<file path="src/sxh_map.vh">
// sxh_map.vh: offsets, field positions, reset values and codes for the exception unit
// assumes inclusion by bare name from the unit's design files
`ifndef SXH_MAP_VH
`define SXH_MAP_VH

// ------------------------------------------------------------
// register byte offsets on the ahb-lite slave
// ------------------------------------------------------------
`define SXH_OFF_MSTAT    12'h000
`define SXH_OFF_VER0     12'h004
`define SXH_OFF_VER1     12'h008
`define SXH_OFF_CAUSE    12'h00c
`define SXH_OFF_DBG      12'h010
`define SXH_OFF_SLOW     12'h014
`define SXH_OFF_SHIGH    12'h018
`define SXH_OFF_VECBASE  12'h01c
`define SXH_OFF_STATUS   12'h020

// ------------------------------------------------------------
// machine status fields (masks)
// ------------------------------------------------------------
`define SXH_MS_INTEN     32'h0000_0002
`define SXH_MS_BRKIP     32'h0000_0008
`define SXH_MS_ICON      32'h0000_0020
`define SXH_MS_DCON      32'h0000_0080
`define SXH_MS_EXCEN     32'h0000_0100
`define SXH_MS_EXCIP     32'h0000_0200
`define SXH_MS_WMASK     32'h0000_03aa
`define SXH_BIT_INTEN    1
`define SXH_BIT_BRKIP    3
`define SXH_BIT_EXCEN    8
`define SXH_BIT_EXCIP    9

// ------------------------------------------------------------
// configuration defaults
// ------------------------------------------------------------
`define SXH_MS_RESET     32'h0000_0000
`define SXH_VEC_BASE     32'h0000_0000
`define SXH_VEC_LOWMASK  32'h0000_007f
`define SXH_VER_NONE     2'h0
`define SXH_VER_BASIC    2'h1
`define SXH_VER_FULL     2'h2
`define SXH_VER_USR_LSB  24
`define SXH_USER_A       8'h00
`define SXH_USER_B       32'h0000_0000
`define SXH_IRQ_NONE     2'h0
`define SXH_IRQ_NORMAL   2'h1
`define SXH_IRQ_FAST     2'h2

// ------------------------------------------------------------
// exception cause codes
// ------------------------------------------------------------
`define SXH_EXC_NONE     4'h0
`define SXH_EXC_STREAM   4'h1
`define SXH_EXC_IBUS     4'h3
`define SXH_EXC_DBUS     4'h4
`define SXH_EXC_DIV      4'h5
`define SXH_EXC_FPU      4'h6
`define SXH_EXC_ILLEGAL  4'h2
`define SXH_EXC_STACK    4'h7

// ------------------------------------------------------------
// vector offsets from the base, debug stop delay
// ------------------------------------------------------------
`define SXH_VOFF_RESET   32'h0000_0000
`define SXH_VOFF_USER    32'h0000_0008
`define SXH_VOFF_IRQ     32'h0000_0010
`define SXH_VOFF_BRK     32'h0000_0018
`define SXH_VOFF_HWEXC   32'h0000_0020
`define SXH_STOP_DELAY   2'h2

`endif

</file>
<file path="src/sxh_irq_sense.v">
// sxh_irq_sense.v: interrupt input sense stage, edge or level
// assumes irq_in is synchronous to hclk
`timescale 1ns/1ps
`default_nettype none
`include "sxh_map.vh"

module sxh_irq_sense #(
	parameter       edge_sense_param    = 0,
	parameter       edge_polarity_param = 1,
	parameter [1:0] irq_use             = `SXH_IRQ_NORMAL
) (
	// clock and reset
	input  wire hclk,
	input  wire hresetn,
	// interrupt line and acknowledge
	input  wire irq_in,
	input  wire irq_ack,
	output wire irq_pending
);
	reg irq_prev_r;
	reg edge_seen_r;
	wire want_edge;
	wire irq_used;

	assign irq_used = (irq_use != `SXH_IRQ_NONE); // see RL12
	// polarity picks the one transition that counts
	assign want_edge = (edge_polarity_param != 0) ? (irq_in & ~irq_prev_r)
		: (~irq_in & irq_prev_r); // see RL11

	always @(posedge hclk or negedge hresetn) begin
		if (!hresetn) begin
			irq_prev_r  <= 1'b0;
			edge_seen_r <= 1'b0;
		end else begin
			irq_prev_r <= irq_in;
			// a new edge in the ack cycle is kept
			if (want_edge && irq_used)
				edge_seen_r <= 1'b1; // see RL9
			else if (irq_ack)
				edge_seen_r <= 1'b0;
		end
	end

	// level mode re-raises while the line stays high
	assign irq_pending = irq_used & ((edge_sense_param != 0) ? edge_seen_r : irq_in); // see RL10

endmodule
`default_nettype wire

</file>
<file path="src/sxh_exc_unit.v">
// sxh_exc_unit.v: exception, interrupt-sense, reset-state, vector and debug-halt unit
// assumes a core pipeline that reports events as one-cycle pulses and obeys the take outputs
`timescale 1ns/1ps
`default_nettype none
`include "sxh_map.vh"

// Functional notes
// RL1: fpu exceptions raise on underflow, overflow, divide by zero, illegal op, denormal.
// RL2: integer divide traps on zero divisor, and on signed divide overflow.
// RL3: instruction bus error response raises an exception when enabled.
// RL4: data bus load or store error response raises an exception when enabled.
// RL5: invalid major opcode raises illegal instruction exception when enabled.
// RL6: all-zero word traps if null option set, else runs as no-op.
// RL7: stream read errors trap only with stream exceptions and stream instructions on.
// RL8: stack pointer accesses checked against low and high limits; failure traps.
// RL9: edge mode detects only the transition picked by polarity.
// RL10: level mode pends while high and re-raises after handling if still high.
// RL11: with edge mode, polarity selects rising or falling edges.
// RL12: interrupt input ignored unless interrupts are configured, normal or fast.
// RL13: status reset value supports cache enable bits 0x0020 and 0x0080.
// RL14: status reset value supports bits 0x0200, 0x0100 and 0x0008.
// RL15: status reset value supports interrupt enable 0x0002, live from reset.
// RL16: vectors sit at a base address, default zero, seven low bits zero.
// RL17: version option 0 none, 1 first register, 2 both registers.
// RL18: first version register bits 31 to 24 hold a user byte when present.
// RL19: second version register holds a user word, only when option is full.
// RL20: stop input high halts the core within a few instructions.
// RL21: halted output high for breakpoint, debugger stop or stop input halts.
// RL22: halted output clears when the debugger resumes execution.
// RL23: exceptions need enable set and none in progress; interrupts need enable set.
module sxh_exc_unit #(
	parameter        fpu_exc_en        = 1,
	parameter        div_exc_en        = 1,
	parameter        ibus_exc_en       = 1,
	parameter        dbus_exc_en       = 1,
	parameter        ill_exc_en        = 1,
	parameter        null_opcode_trap_option = 1,
	parameter        stream_exc_en     = 1,
	parameter        stream_instr_en   = 1,
	parameter        stack_prot_en     = 1,
	parameter        edge_sense_param  = 0,
	parameter        edge_polarity_param = 1,
	parameter [1:0]  irq_use           = `SXH_IRQ_NORMAL,
	parameter [31:0] mstat_reset       = `SXH_MS_RESET,
	parameter [31:0] vec_base          = `SXH_VEC_BASE,
	parameter [1:0]  version_reg_option = `SXH_VER_NONE,
	parameter [7:0]  custom_field_a    = `SXH_USER_A,    // arbitrary
	parameter [31:0] custom_word_b     = `SXH_USER_B     // arbitrary
) (
	// clock and reset
	input  wire        hclk,
	input  wire        hresetn,
	// ahb-lite slave
	input  wire        hsel,
	input  wire [31:0] haddr,
	input  wire [1:0]  htrans,
	input  wire        hwrite,
	input  wire [2:0]  hsize,
	input  wire [31:0] hwdata,
	input  wire        hready,
	output wire        hreadyout,
	output wire        hresp,
	output reg  [31:0] hrdata,
	// core event reports, one-cycle pulses
	input  wire [4:0]  fpu_flags,
	input  wire        div_zero,
	input  wire        div_ovf,
	input  wire        div_signed,
	input  wire        ibus_err,
	input  wire        dbus_err,
	input  wire        decode_valid,
	input  wire [31:0] decode_word,
	input  wire        opcode_bad,
	input  wire        stream_rd_err,
	input  wire        sp_access,
	input  wire [31:0] sp_addr,
	input  wire        exc_return,
	input  wire        irq_return,
	input  wire        brk_hit,
	input  wire        instr_retire,
	// interrupt and debug
	input  wire        irq_in,
	input  wire        dbg_stop,
	input  wire        dbg_halt_cmd,
	input  wire        dbg_resume,
	// core controls
	output reg         exc_take,
	output reg  [3:0]  exc_cause,
	output reg         irq_take,
	output reg         null_as_nop,
	output reg  [31:0] vec_reset,
	output reg  [31:0] vec_user,
	output reg  [31:0] vec_irq,
	output reg  [31:0] vec_brk,
	output reg  [31:0] vec_hwexc,
	output reg         instr_cache_on,
	output reg         data_cache_on,
	output reg         core_halted_out
);
	localparam [2:0] st_run  = 3'h1;
	localparam [2:0] st_stop = 3'h2;
	localparam [2:0] st_halt = 3'h4;

	reg  [31:0] machine_status_reg_r;
	reg  [31:0] stack_low_limit_r;
	reg  [31:0] stack_high_limit_r;
	reg  [3:0]  cause_r;
	reg  [2:0]  dbg_st_r;
	reg  [1:0]  stop_cnt_r;
	reg         wr_pend_r;
	reg         rd_pend_r;
	reg  [11:0] addr_r;
	reg  [3:0]  cause_nxt;
	reg  [31:0] mstat_nxt;
	reg  [31:0] processor_version_reg;
	wire        irq_pending;
	wire        stack_bad;
	wire        exc_ok;
	wire        null_word;
	wire [31:0] base_ok;

	// ------------------------------------------------------------
	// interrupt sense
	// ------------------------------------------------------------
	sxh_irq_sense #(
		.edge_sense_param   (edge_sense_param),
		.edge_polarity_param(edge_polarity_param),
		.irq_use            (irq_use)
	) u_sense (
		.hclk       (hclk),
		.hresetn    (hresetn),
		.irq_in     (irq_in),
		.irq_ack    (irq_take),
		.irq_pending(irq_pending)
	);

	// ------------------------------------------------------------
	// exception detection
	// ------------------------------------------------------------
	function is_reg;
		input [11:0] a;
		input [11:0] off;
		begin
			is_reg = (a == off);
		end
	endfunction

	assign null_word = decode_valid && (decode_word == 32'h0000_0000);
	assign stack_bad = (stack_prot_en != 0) && sp_access &&
		((sp_addr < stack_low_limit_r) || (sp_addr > stack_high_limit_r)); // see RL8
	assign exc_ok = machine_status_reg_r[`SXH_BIT_EXCEN] &&
		!machine_status_reg_r[`SXH_BIT_EXCIP]; // see RL23

	// fixed priority: bus errors first, then decode, then execute
	always @* begin
		cause_nxt = `SXH_EXC_NONE;
		if (ibus_exc_en != 0 && ibus_err)
			cause_nxt = `SXH_EXC_IBUS; // see RL3
		else if (dbus_exc_en != 0 && dbus_err)
			cause_nxt = `SXH_EXC_DBUS; // see RL4
		else if (ill_exc_en != 0 && decode_valid && opcode_bad)
			cause_nxt = `SXH_EXC_ILLEGAL; // see RL5
		else if (ill_exc_en != 0 && null_opcode_trap_option != 0 && null_word)
			cause_nxt = `SXH_EXC_ILLEGAL; // see RL6
		else if (div_exc_en != 0 && (div_zero || (div_signed && div_ovf)))
			cause_nxt = `SXH_EXC_DIV; // see RL2
		else if (fpu_exc_en != 0 && (|fpu_flags))
			cause_nxt = `SXH_EXC_FPU; // see RL1
		else if (stream_exc_en != 0 && stream_instr_en != 0 && stream_rd_err)
			cause_nxt = `SXH_EXC_STREAM; // see RL7
		else if (stack_bad)
			cause_nxt = `SXH_EXC_STACK; // see RL8
	end

	// ------------------------------------------------------------
	// version register and vectors
	// ------------------------------------------------------------
	// low seven base bits are forced clear rather than trusted
	assign base_ok = vec_base & ~`SXH_VEC_LOWMASK; // see RL16

	always @* begin
		processor_version_reg = 32'h0000_0000;
		if (version_reg_option == `SXH_VER_BASIC || version_reg_option == `SXH_VER_FULL)
			processor_version_reg[31:`SXH_VER_USR_LSB] = custom_field_a; // see RL17 RL18
	end

	// ------------------------------------------------------------
	// ahb-lite slave, zero wait states
	// ------------------------------------------------------------
	assign hreadyout = 1'b1;
	assign hresp     = 1'b0;

	always @(posedge hclk or negedge hresetn) begin
		if (!hresetn) begin
			wr_pend_r <= 1'b0;
			rd_pend_r <= 1'b0;
			addr_r    <= 12'h000;
		end else if (hready) begin
			wr_pend_r <= hsel && htrans[1] && hwrite;
			rd_pend_r <= hsel && htrans[1] && !hwrite;
			addr_r    <= haddr[11:0];
		end
	end

	always @(posedge hclk or negedge hresetn) begin
		if (!hresetn) begin
			hrdata <= 32'h0000_0000;
		end else if (hready && hsel && htrans[1] && !hwrite) begin
			case (haddr[11:0])
			`SXH_OFF_MSTAT:   hrdata <= machine_status_reg_r;
			`SXH_OFF_VER0:    hrdata <= processor_version_reg;
			`SXH_OFF_VER1:    hrdata <= (version_reg_option == `SXH_VER_FULL) ?
				custom_word_b : 32'h0000_0000; // see RL19
			`SXH_OFF_CAUSE:   hrdata <= {28'h0000000, cause_r};
			`SXH_OFF_DBG:     hrdata <= {29'h00000000, dbg_st_r};
			`SXH_OFF_SLOW:    hrdata <= stack_low_limit_r;
			`SXH_OFF_SHIGH:   hrdata <= stack_high_limit_r;
			`SXH_OFF_VECBASE: hrdata <= base_ok;
			`SXH_OFF_STATUS:  hrdata <= {30'h00000000, irq_pending, core_halted_out};
			default:          hrdata <= 32'h0000_0000;
			endcase
		end
	end

	// ------------------------------------------------------------
	// machine status register and exception / interrupt take
	// ------------------------------------------------------------
	always @* begin
		mstat_nxt = machine_status_reg_r;
		if (wr_pend_r && is_reg(addr_r, `SXH_OFF_MSTAT))
			mstat_nxt = (machine_status_reg_r & ~`SXH_MS_WMASK) | (hwdata & `SXH_MS_WMASK);
		if (exc_return)
			mstat_nxt = mstat_nxt & ~`SXH_MS_EXCIP;
		if (irq_return)
			mstat_nxt = mstat_nxt | `SXH_MS_INTEN;
		// hardware events win over a software write in the same cycle
		if (brk_hit)
			mstat_nxt = mstat_nxt | `SXH_MS_BRKIP;
		if (cause_nxt != `SXH_EXC_NONE && exc_ok)
			mstat_nxt = (mstat_nxt | `SXH_MS_EXCIP) & ~`SXH_MS_EXCEN; // see RL23
		else if (irq_pending && machine_status_reg_r[`SXH_BIT_INTEN] && dbg_st_r != st_halt)
			mstat_nxt = mstat_nxt & ~`SXH_MS_INTEN; // see RL23
	end

	always @(posedge hclk or negedge hresetn) begin
		if (!hresetn) begin
			machine_status_reg_r <= mstat_reset & `SXH_MS_WMASK; // see RL13 RL14 RL15
			stack_low_limit_r    <= 32'h0000_0000;
			stack_high_limit_r   <= 32'hffff_ffff;
			cause_r              <= `SXH_EXC_NONE;
			exc_take             <= 1'b0;
			exc_cause            <= `SXH_EXC_NONE;
			irq_take             <= 1'b0;
		end else begin
			machine_status_reg_r <= mstat_nxt;
			if (wr_pend_r && is_reg(addr_r, `SXH_OFF_SLOW))
				stack_low_limit_r <= hwdata;
			if (wr_pend_r && is_reg(addr_r, `SXH_OFF_SHIGH))
				stack_high_limit_r <= hwdata;
			exc_take  <= (cause_nxt != `SXH_EXC_NONE) && exc_ok; // see RL23
			exc_cause <= exc_ok ? cause_nxt : `SXH_EXC_NONE;
			if (cause_nxt != `SXH_EXC_NONE && exc_ok)
				cause_r <= cause_nxt;
			// interrupt waits behind an exception and during a halt
			irq_take <= irq_pending && machine_status_reg_r[`SXH_BIT_INTEN] &&
				!((cause_nxt != `SXH_EXC_NONE) && exc_ok) &&
				(dbg_st_r != st_halt) && !irq_take; // see RL12 RL23
		end
	end

	// ------------------------------------------------------------
	// vector, null no-op and cache enable outputs
	// ------------------------------------------------------------
	always @(posedge hclk or negedge hresetn) begin
		if (!hresetn) begin
			vec_reset      <= 32'h0000_0000;
			vec_user       <= 32'h0000_0000;
			vec_irq        <= 32'h0000_0000;
			vec_brk        <= 32'h0000_0000;
			vec_hwexc      <= 32'h0000_0000;
			null_as_nop    <= 1'b0;
			instr_cache_on <= 1'b0;
			data_cache_on  <= 1'b0;
		end else begin
			vec_reset      <= base_ok + `SXH_VOFF_RESET; // see RL16
			vec_user       <= base_ok + `SXH_VOFF_USER;
			vec_irq        <= base_ok + `SXH_VOFF_IRQ;
			vec_brk        <= base_ok + `SXH_VOFF_BRK;
			vec_hwexc      <= base_ok + `SXH_VOFF_HWEXC;
			// zero word runs as no-op unless the trap applies
			null_as_nop    <= null_word &&
				!(ill_exc_en != 0 && null_opcode_trap_option != 0); // see RL6
			instr_cache_on <= (mstat_nxt & `SXH_MS_ICON) != 32'h0000_0000; // see RL13
			data_cache_on  <= (mstat_nxt & `SXH_MS_DCON) != 32'h0000_0000; // see RL13
		end
	end

	// ------------------------------------------------------------
	// debug halt
	// ------------------------------------------------------------
	// stop input lets a couple of instructions drain before halting
	always @(posedge hclk or negedge hresetn) begin
		if (!hresetn) begin
			dbg_st_r        <= st_run;
			stop_cnt_r      <= 2'h0;
			core_halted_out <= 1'b0;
		end else begin
			case (dbg_st_r)
			st_run: begin
				if (brk_hit || dbg_halt_cmd) begin
					dbg_st_r        <= st_halt;
					core_halted_out <= 1'b1; // see RL21
				end else if (dbg_stop) begin
					dbg_st_r   <= st_stop; // see RL20
					stop_cnt_r <= `SXH_STOP_DELAY;
				end
			end
			st_stop: begin
				if (brk_hit || dbg_halt_cmd || stop_cnt_r == 2'h0) begin
					dbg_st_r        <= st_halt;
					core_halted_out <= 1'b1; // see RL20 RL21
				end else if (instr_retire) begin
					stop_cnt_r <= stop_cnt_r - 2'h1;
				end
			end
			st_halt: begin
				if (dbg_resume) begin
					dbg_st_r        <= st_run;
					core_halted_out <= 1'b0; // see RL22
				end
			end
			default: begin
				dbg_st_r        <= st_run;
				core_halted_out <= 1'b0;
			end
			endcase
		end
	end

endmodule
`default_nettype wire

</file>
<file path="config.mk">
export PLATFORM = sky130hd
export DESIGN_NAME = sxh_exc_unit
export DESIGN_NICKNAME = d
export VERILOG_FILES = /design/src/sxh_irq_sense.v /design/src/sxh_exc_unit.v
export VERILOG_INCLUDE_DIRS = /design/src
export SDC_FILE = /design/constraint.sdc
export NUM_CORES = 1
export LEC_CHECK = 0
export BUFFER_PORTS_ARGS = -buffer_cell sky130_fd_sc_hd__buf_4
export CORE_AREA = 3 3 138 140
export CTS_CLUSTER_SIZE = 16
export DETAILED_ROUTE_END_ITERATION = 10
export DIE_AREA = 0 0 141 143
export PLACE_DENSITY = 0.77
export SLEW_MARGIN = 20
export SYNTH_ARGS = -nofsm -noshare
export SYNTH_HDL_FRONTEND = slang
export SYNTH_HIERARCHICAL = 1
export SYNTH_SLANG_ARGS = --single-unit
</file>
<file path="constraint.sdc">
create_clock -name hclk -period 3.2 [get_ports hclk]
set_input_delay 0.32 -clock hclk [delete_from_list [all_inputs] [get_ports hclk]]
set_output_delay 0.32 -clock hclk [all_outputs]
set_load 0.05 [all_outputs]
</file>
==> impl_metrics.ini <==
[status]
status = finished, violations left
violations = negative hold slack

[placement]
io_buffers = 180
dpl.cell_count = 1301
dp.final_hpwl_mm = 16.3
gp_congestion = 0.836

[sta]
setup_tns_ns = 0
maxSlewHeadroom = 0.435
hold_viol_final = 1
rsz0062_at_grt = no
post-route-period-util = 0.905
setup_viol = 0
finalCriticalPeriod_ns = 2.90
clock_skew_ns = 0.00564
hold_slack_ns = -0.00269
maxSlewViolCount = 0
worst_pin_slew_ns = 0.848
max_freq_mhz = 345

[clocking]
cts_num_sinks = 130
clk_pin_slew_ns = 0.06
cts_resized = 0
post_cts_buffers = 0
root_buffer = clkbuf_16
clk_latency_ns = 0.42
ctsHoldBuffers = 0
cts_tree = done
htree_num_levels = 4
cts_buffer_depth = 2
cts_buffers = 17

[finish]
fin_util = 0.550
layout_common_cells = 190 x buf_4, 160 x conb_1, 119 x nand2_1
syn_to_final_growth_pct = 19.5
fin_cells = 1333
layout.nets = 1315
fillCellCount = 1656
register_area_um2 = 3290
diodes = 0
final_common_cell = buf_4
drive_gt1_frac = 0.256
multiInputGateArea_um2 = 3980

[worst_setup_path]
cp_data_required_time_ns = 3.54
r2r_slack_ns = 0.30
end_kind = flop
start_kind = flop
reg2reg_depth = 9
critical_path_class = flop to flop
cp_max_fo = 3
crit_arrival_ns = 3.24
reg2reg_to = cause_r[2]
r2r-start = stack_high_limit_r[29]

[logic_synthesis]
synth_flop_cell = dfrtp_1
synth_area_um2 = 8270
seq_area_frac_synth = 0.398
synth_edf_count = 0
synth_cell_types = 51
synth_top_area_cell = dfrtp_1
synth_seq_cells = 130
synth-async-reset-ratio = 1.00
ys_warn_count = 6
avgSynthCellArea_um2 = 9.02
synth_cells = 917
yosys-top-cells-area = dfrtp_1 29%, buf_4 15%, dfstp_2 10%
synth_top_area_frac = 0.293

[routing]
wirelength_mm = 21.2
ant_nets = 0
firstDrtPassIters = 5
vias_per_cell = 5.00
num_vias = 6659
drc_errors = 0
dr.first_iter.drc_count = 422
wl_per_cell_um = 15.9

[global_route]
grt_max_degree = 67
overflow = 0
antenna_found_initial = 0
track_usage = 0.203
grt_pass1_wl_mm = 32.5
grt_pass1_vias = 6456

[run]
cap_violations = 0

[pwr]
power.density_nw_per_um2 = 482
p_leak_nw = 5.09
peakVddDrop_v = 0.000337

[floorplan]
die_area_um2 = 20200
ios = 364
initial_utilization = 0.461
chipWidth_um = 141
core-area_um2 = 18000
rows = 49
die_y_um = 143

[worst_hold_path]
worst_hold_path_type = input pin to async pin
## logic make-up (layout without fill, tap and decap cells)
logic type               after synthesis  count (layout)  synth area share
buffers and inverters                266             295             0.195
AO/OA/AOI/OAI                        219             219             0.160
multiplexers                          21              21            0.0280
flip-flops                           130             130             0.398
AND/OR/NAND/NOR                      215             215             0.121
adder cells (fa/ha/maj)               64              64            0.0968
other                                  2             160          0.000908
## worst max-delay path by stage
stage | endpoint | slack, ns | startpoint | cells past startpoint
floorplan | machine_status_reg_r[1] | 0.78 | stack_low_limit_r[15] | 10
global placement | cause_r[0] | 0.37 | stack_high_limit_r[31] | 9
detailed placement | cause_r[2] | 0.30 | stack_high_limit_r[31] | 9
CTS | cause_r[2] | 0.27 | stack_high_limit_r[29] | 9
global route | cause_r[2] | 0.004 | stack_high_limit_r[29] | 9
finish | cause_r[2] | 0.30 | stack_high_limit_r[29] | 9
## registers in the layout, indices dropped and copies added, names as in the netlist
name	count
addr_r	12
cause_r	3
core_halted_out	1
dbg_st_r	3
exc_cause	3
exc_take	1
hrdata	32
irq_take	1
machine_status_reg_r	6
stack_high_limit_r	32
stack_low_limit_r	32
stop_cnt_r	2
vec_user	1
wr_pend_r	1
## power breakdown
part / leakage (nW) / switching [mW] / internal, mW
Combinational: 3.31 / 0.693 / 0.258
Sequential: 1.49 / 0.0865 / 1.73
Clock: 0.287 / 0.740 / 1.26
Total: 5.09 / 1.52 / 3.25
## critical path: stages (launching register included)
cell      delay (ns)
dfstp_2         0.53
inv_1           0.06
ha_1            0.31
nand4_1         0.16
nor4_1          0.47
nand2_1         0.16
o32ai_2         0.46
o21bai_1        0.15
a211oi_1        0.34
o21bai_1        0.16
## area by class of cell
type,count,share of cell area
clock buffers,19,0.0458
inverters,72,0.0273
clock inverters,13,0.0162
multi-input cells,679,0.402
well taps,229,0.0290
repair buffers,191,0.146
flip-flops and latches,130,0.333
## cell usage after synthesis, types with 3 or more instances
cell      number
buf_4        164
nand2_1      119
o21ai_0      111
dfrtp_1       97
inv_1         72
ha_1          64
a21oi_1       35
dfstp_2       33
clkbuf_1      30
nor2_1        27
a22oi_1       25
mux2_2        17
nand4_1       15
nor4_1        13
a21o_1         8
nor3_1         8
nand2b_1       6
a222oi_1       5
nand3_1        5
nor2b_1        5
mux2i_1        4
o211ai_1       4
o21a_1         4
a221oi_1       3
nor3b_1        3
o21bai_1       3
or4_1          3
## metal layers
layer | wire length, um | vias up | part of all wire | global-route usage
li1 | - | 3182 | - | -
met1 | 9150 | 3206 | 0.43 | 0.267
met2 | 10100 | 245 | 0.48 | 0.333
met3 | 1560 | 26 | 0.073 | 0.0476
met4 | 381 | 0 | 0.018 | 0.0688
met5 | 0 | - | 0 | 0
## stage by stage
stage	hold WS, ns	worst slack [ns]	power [mW]	cell area [um2]
floorplan	0.0244	0.780	2.65	8870
global placement	0.430	0.372	2.77	9270
detailed placement	0.436	0.304	2.78	9270
CTS	0.0262	0.274	4.79	9890
global route	0.0648	0.00404	4.94	9890
finish	-0.00269	0.304	4.77	9890
Note: power is estimated with default switching activity, not from simulation.
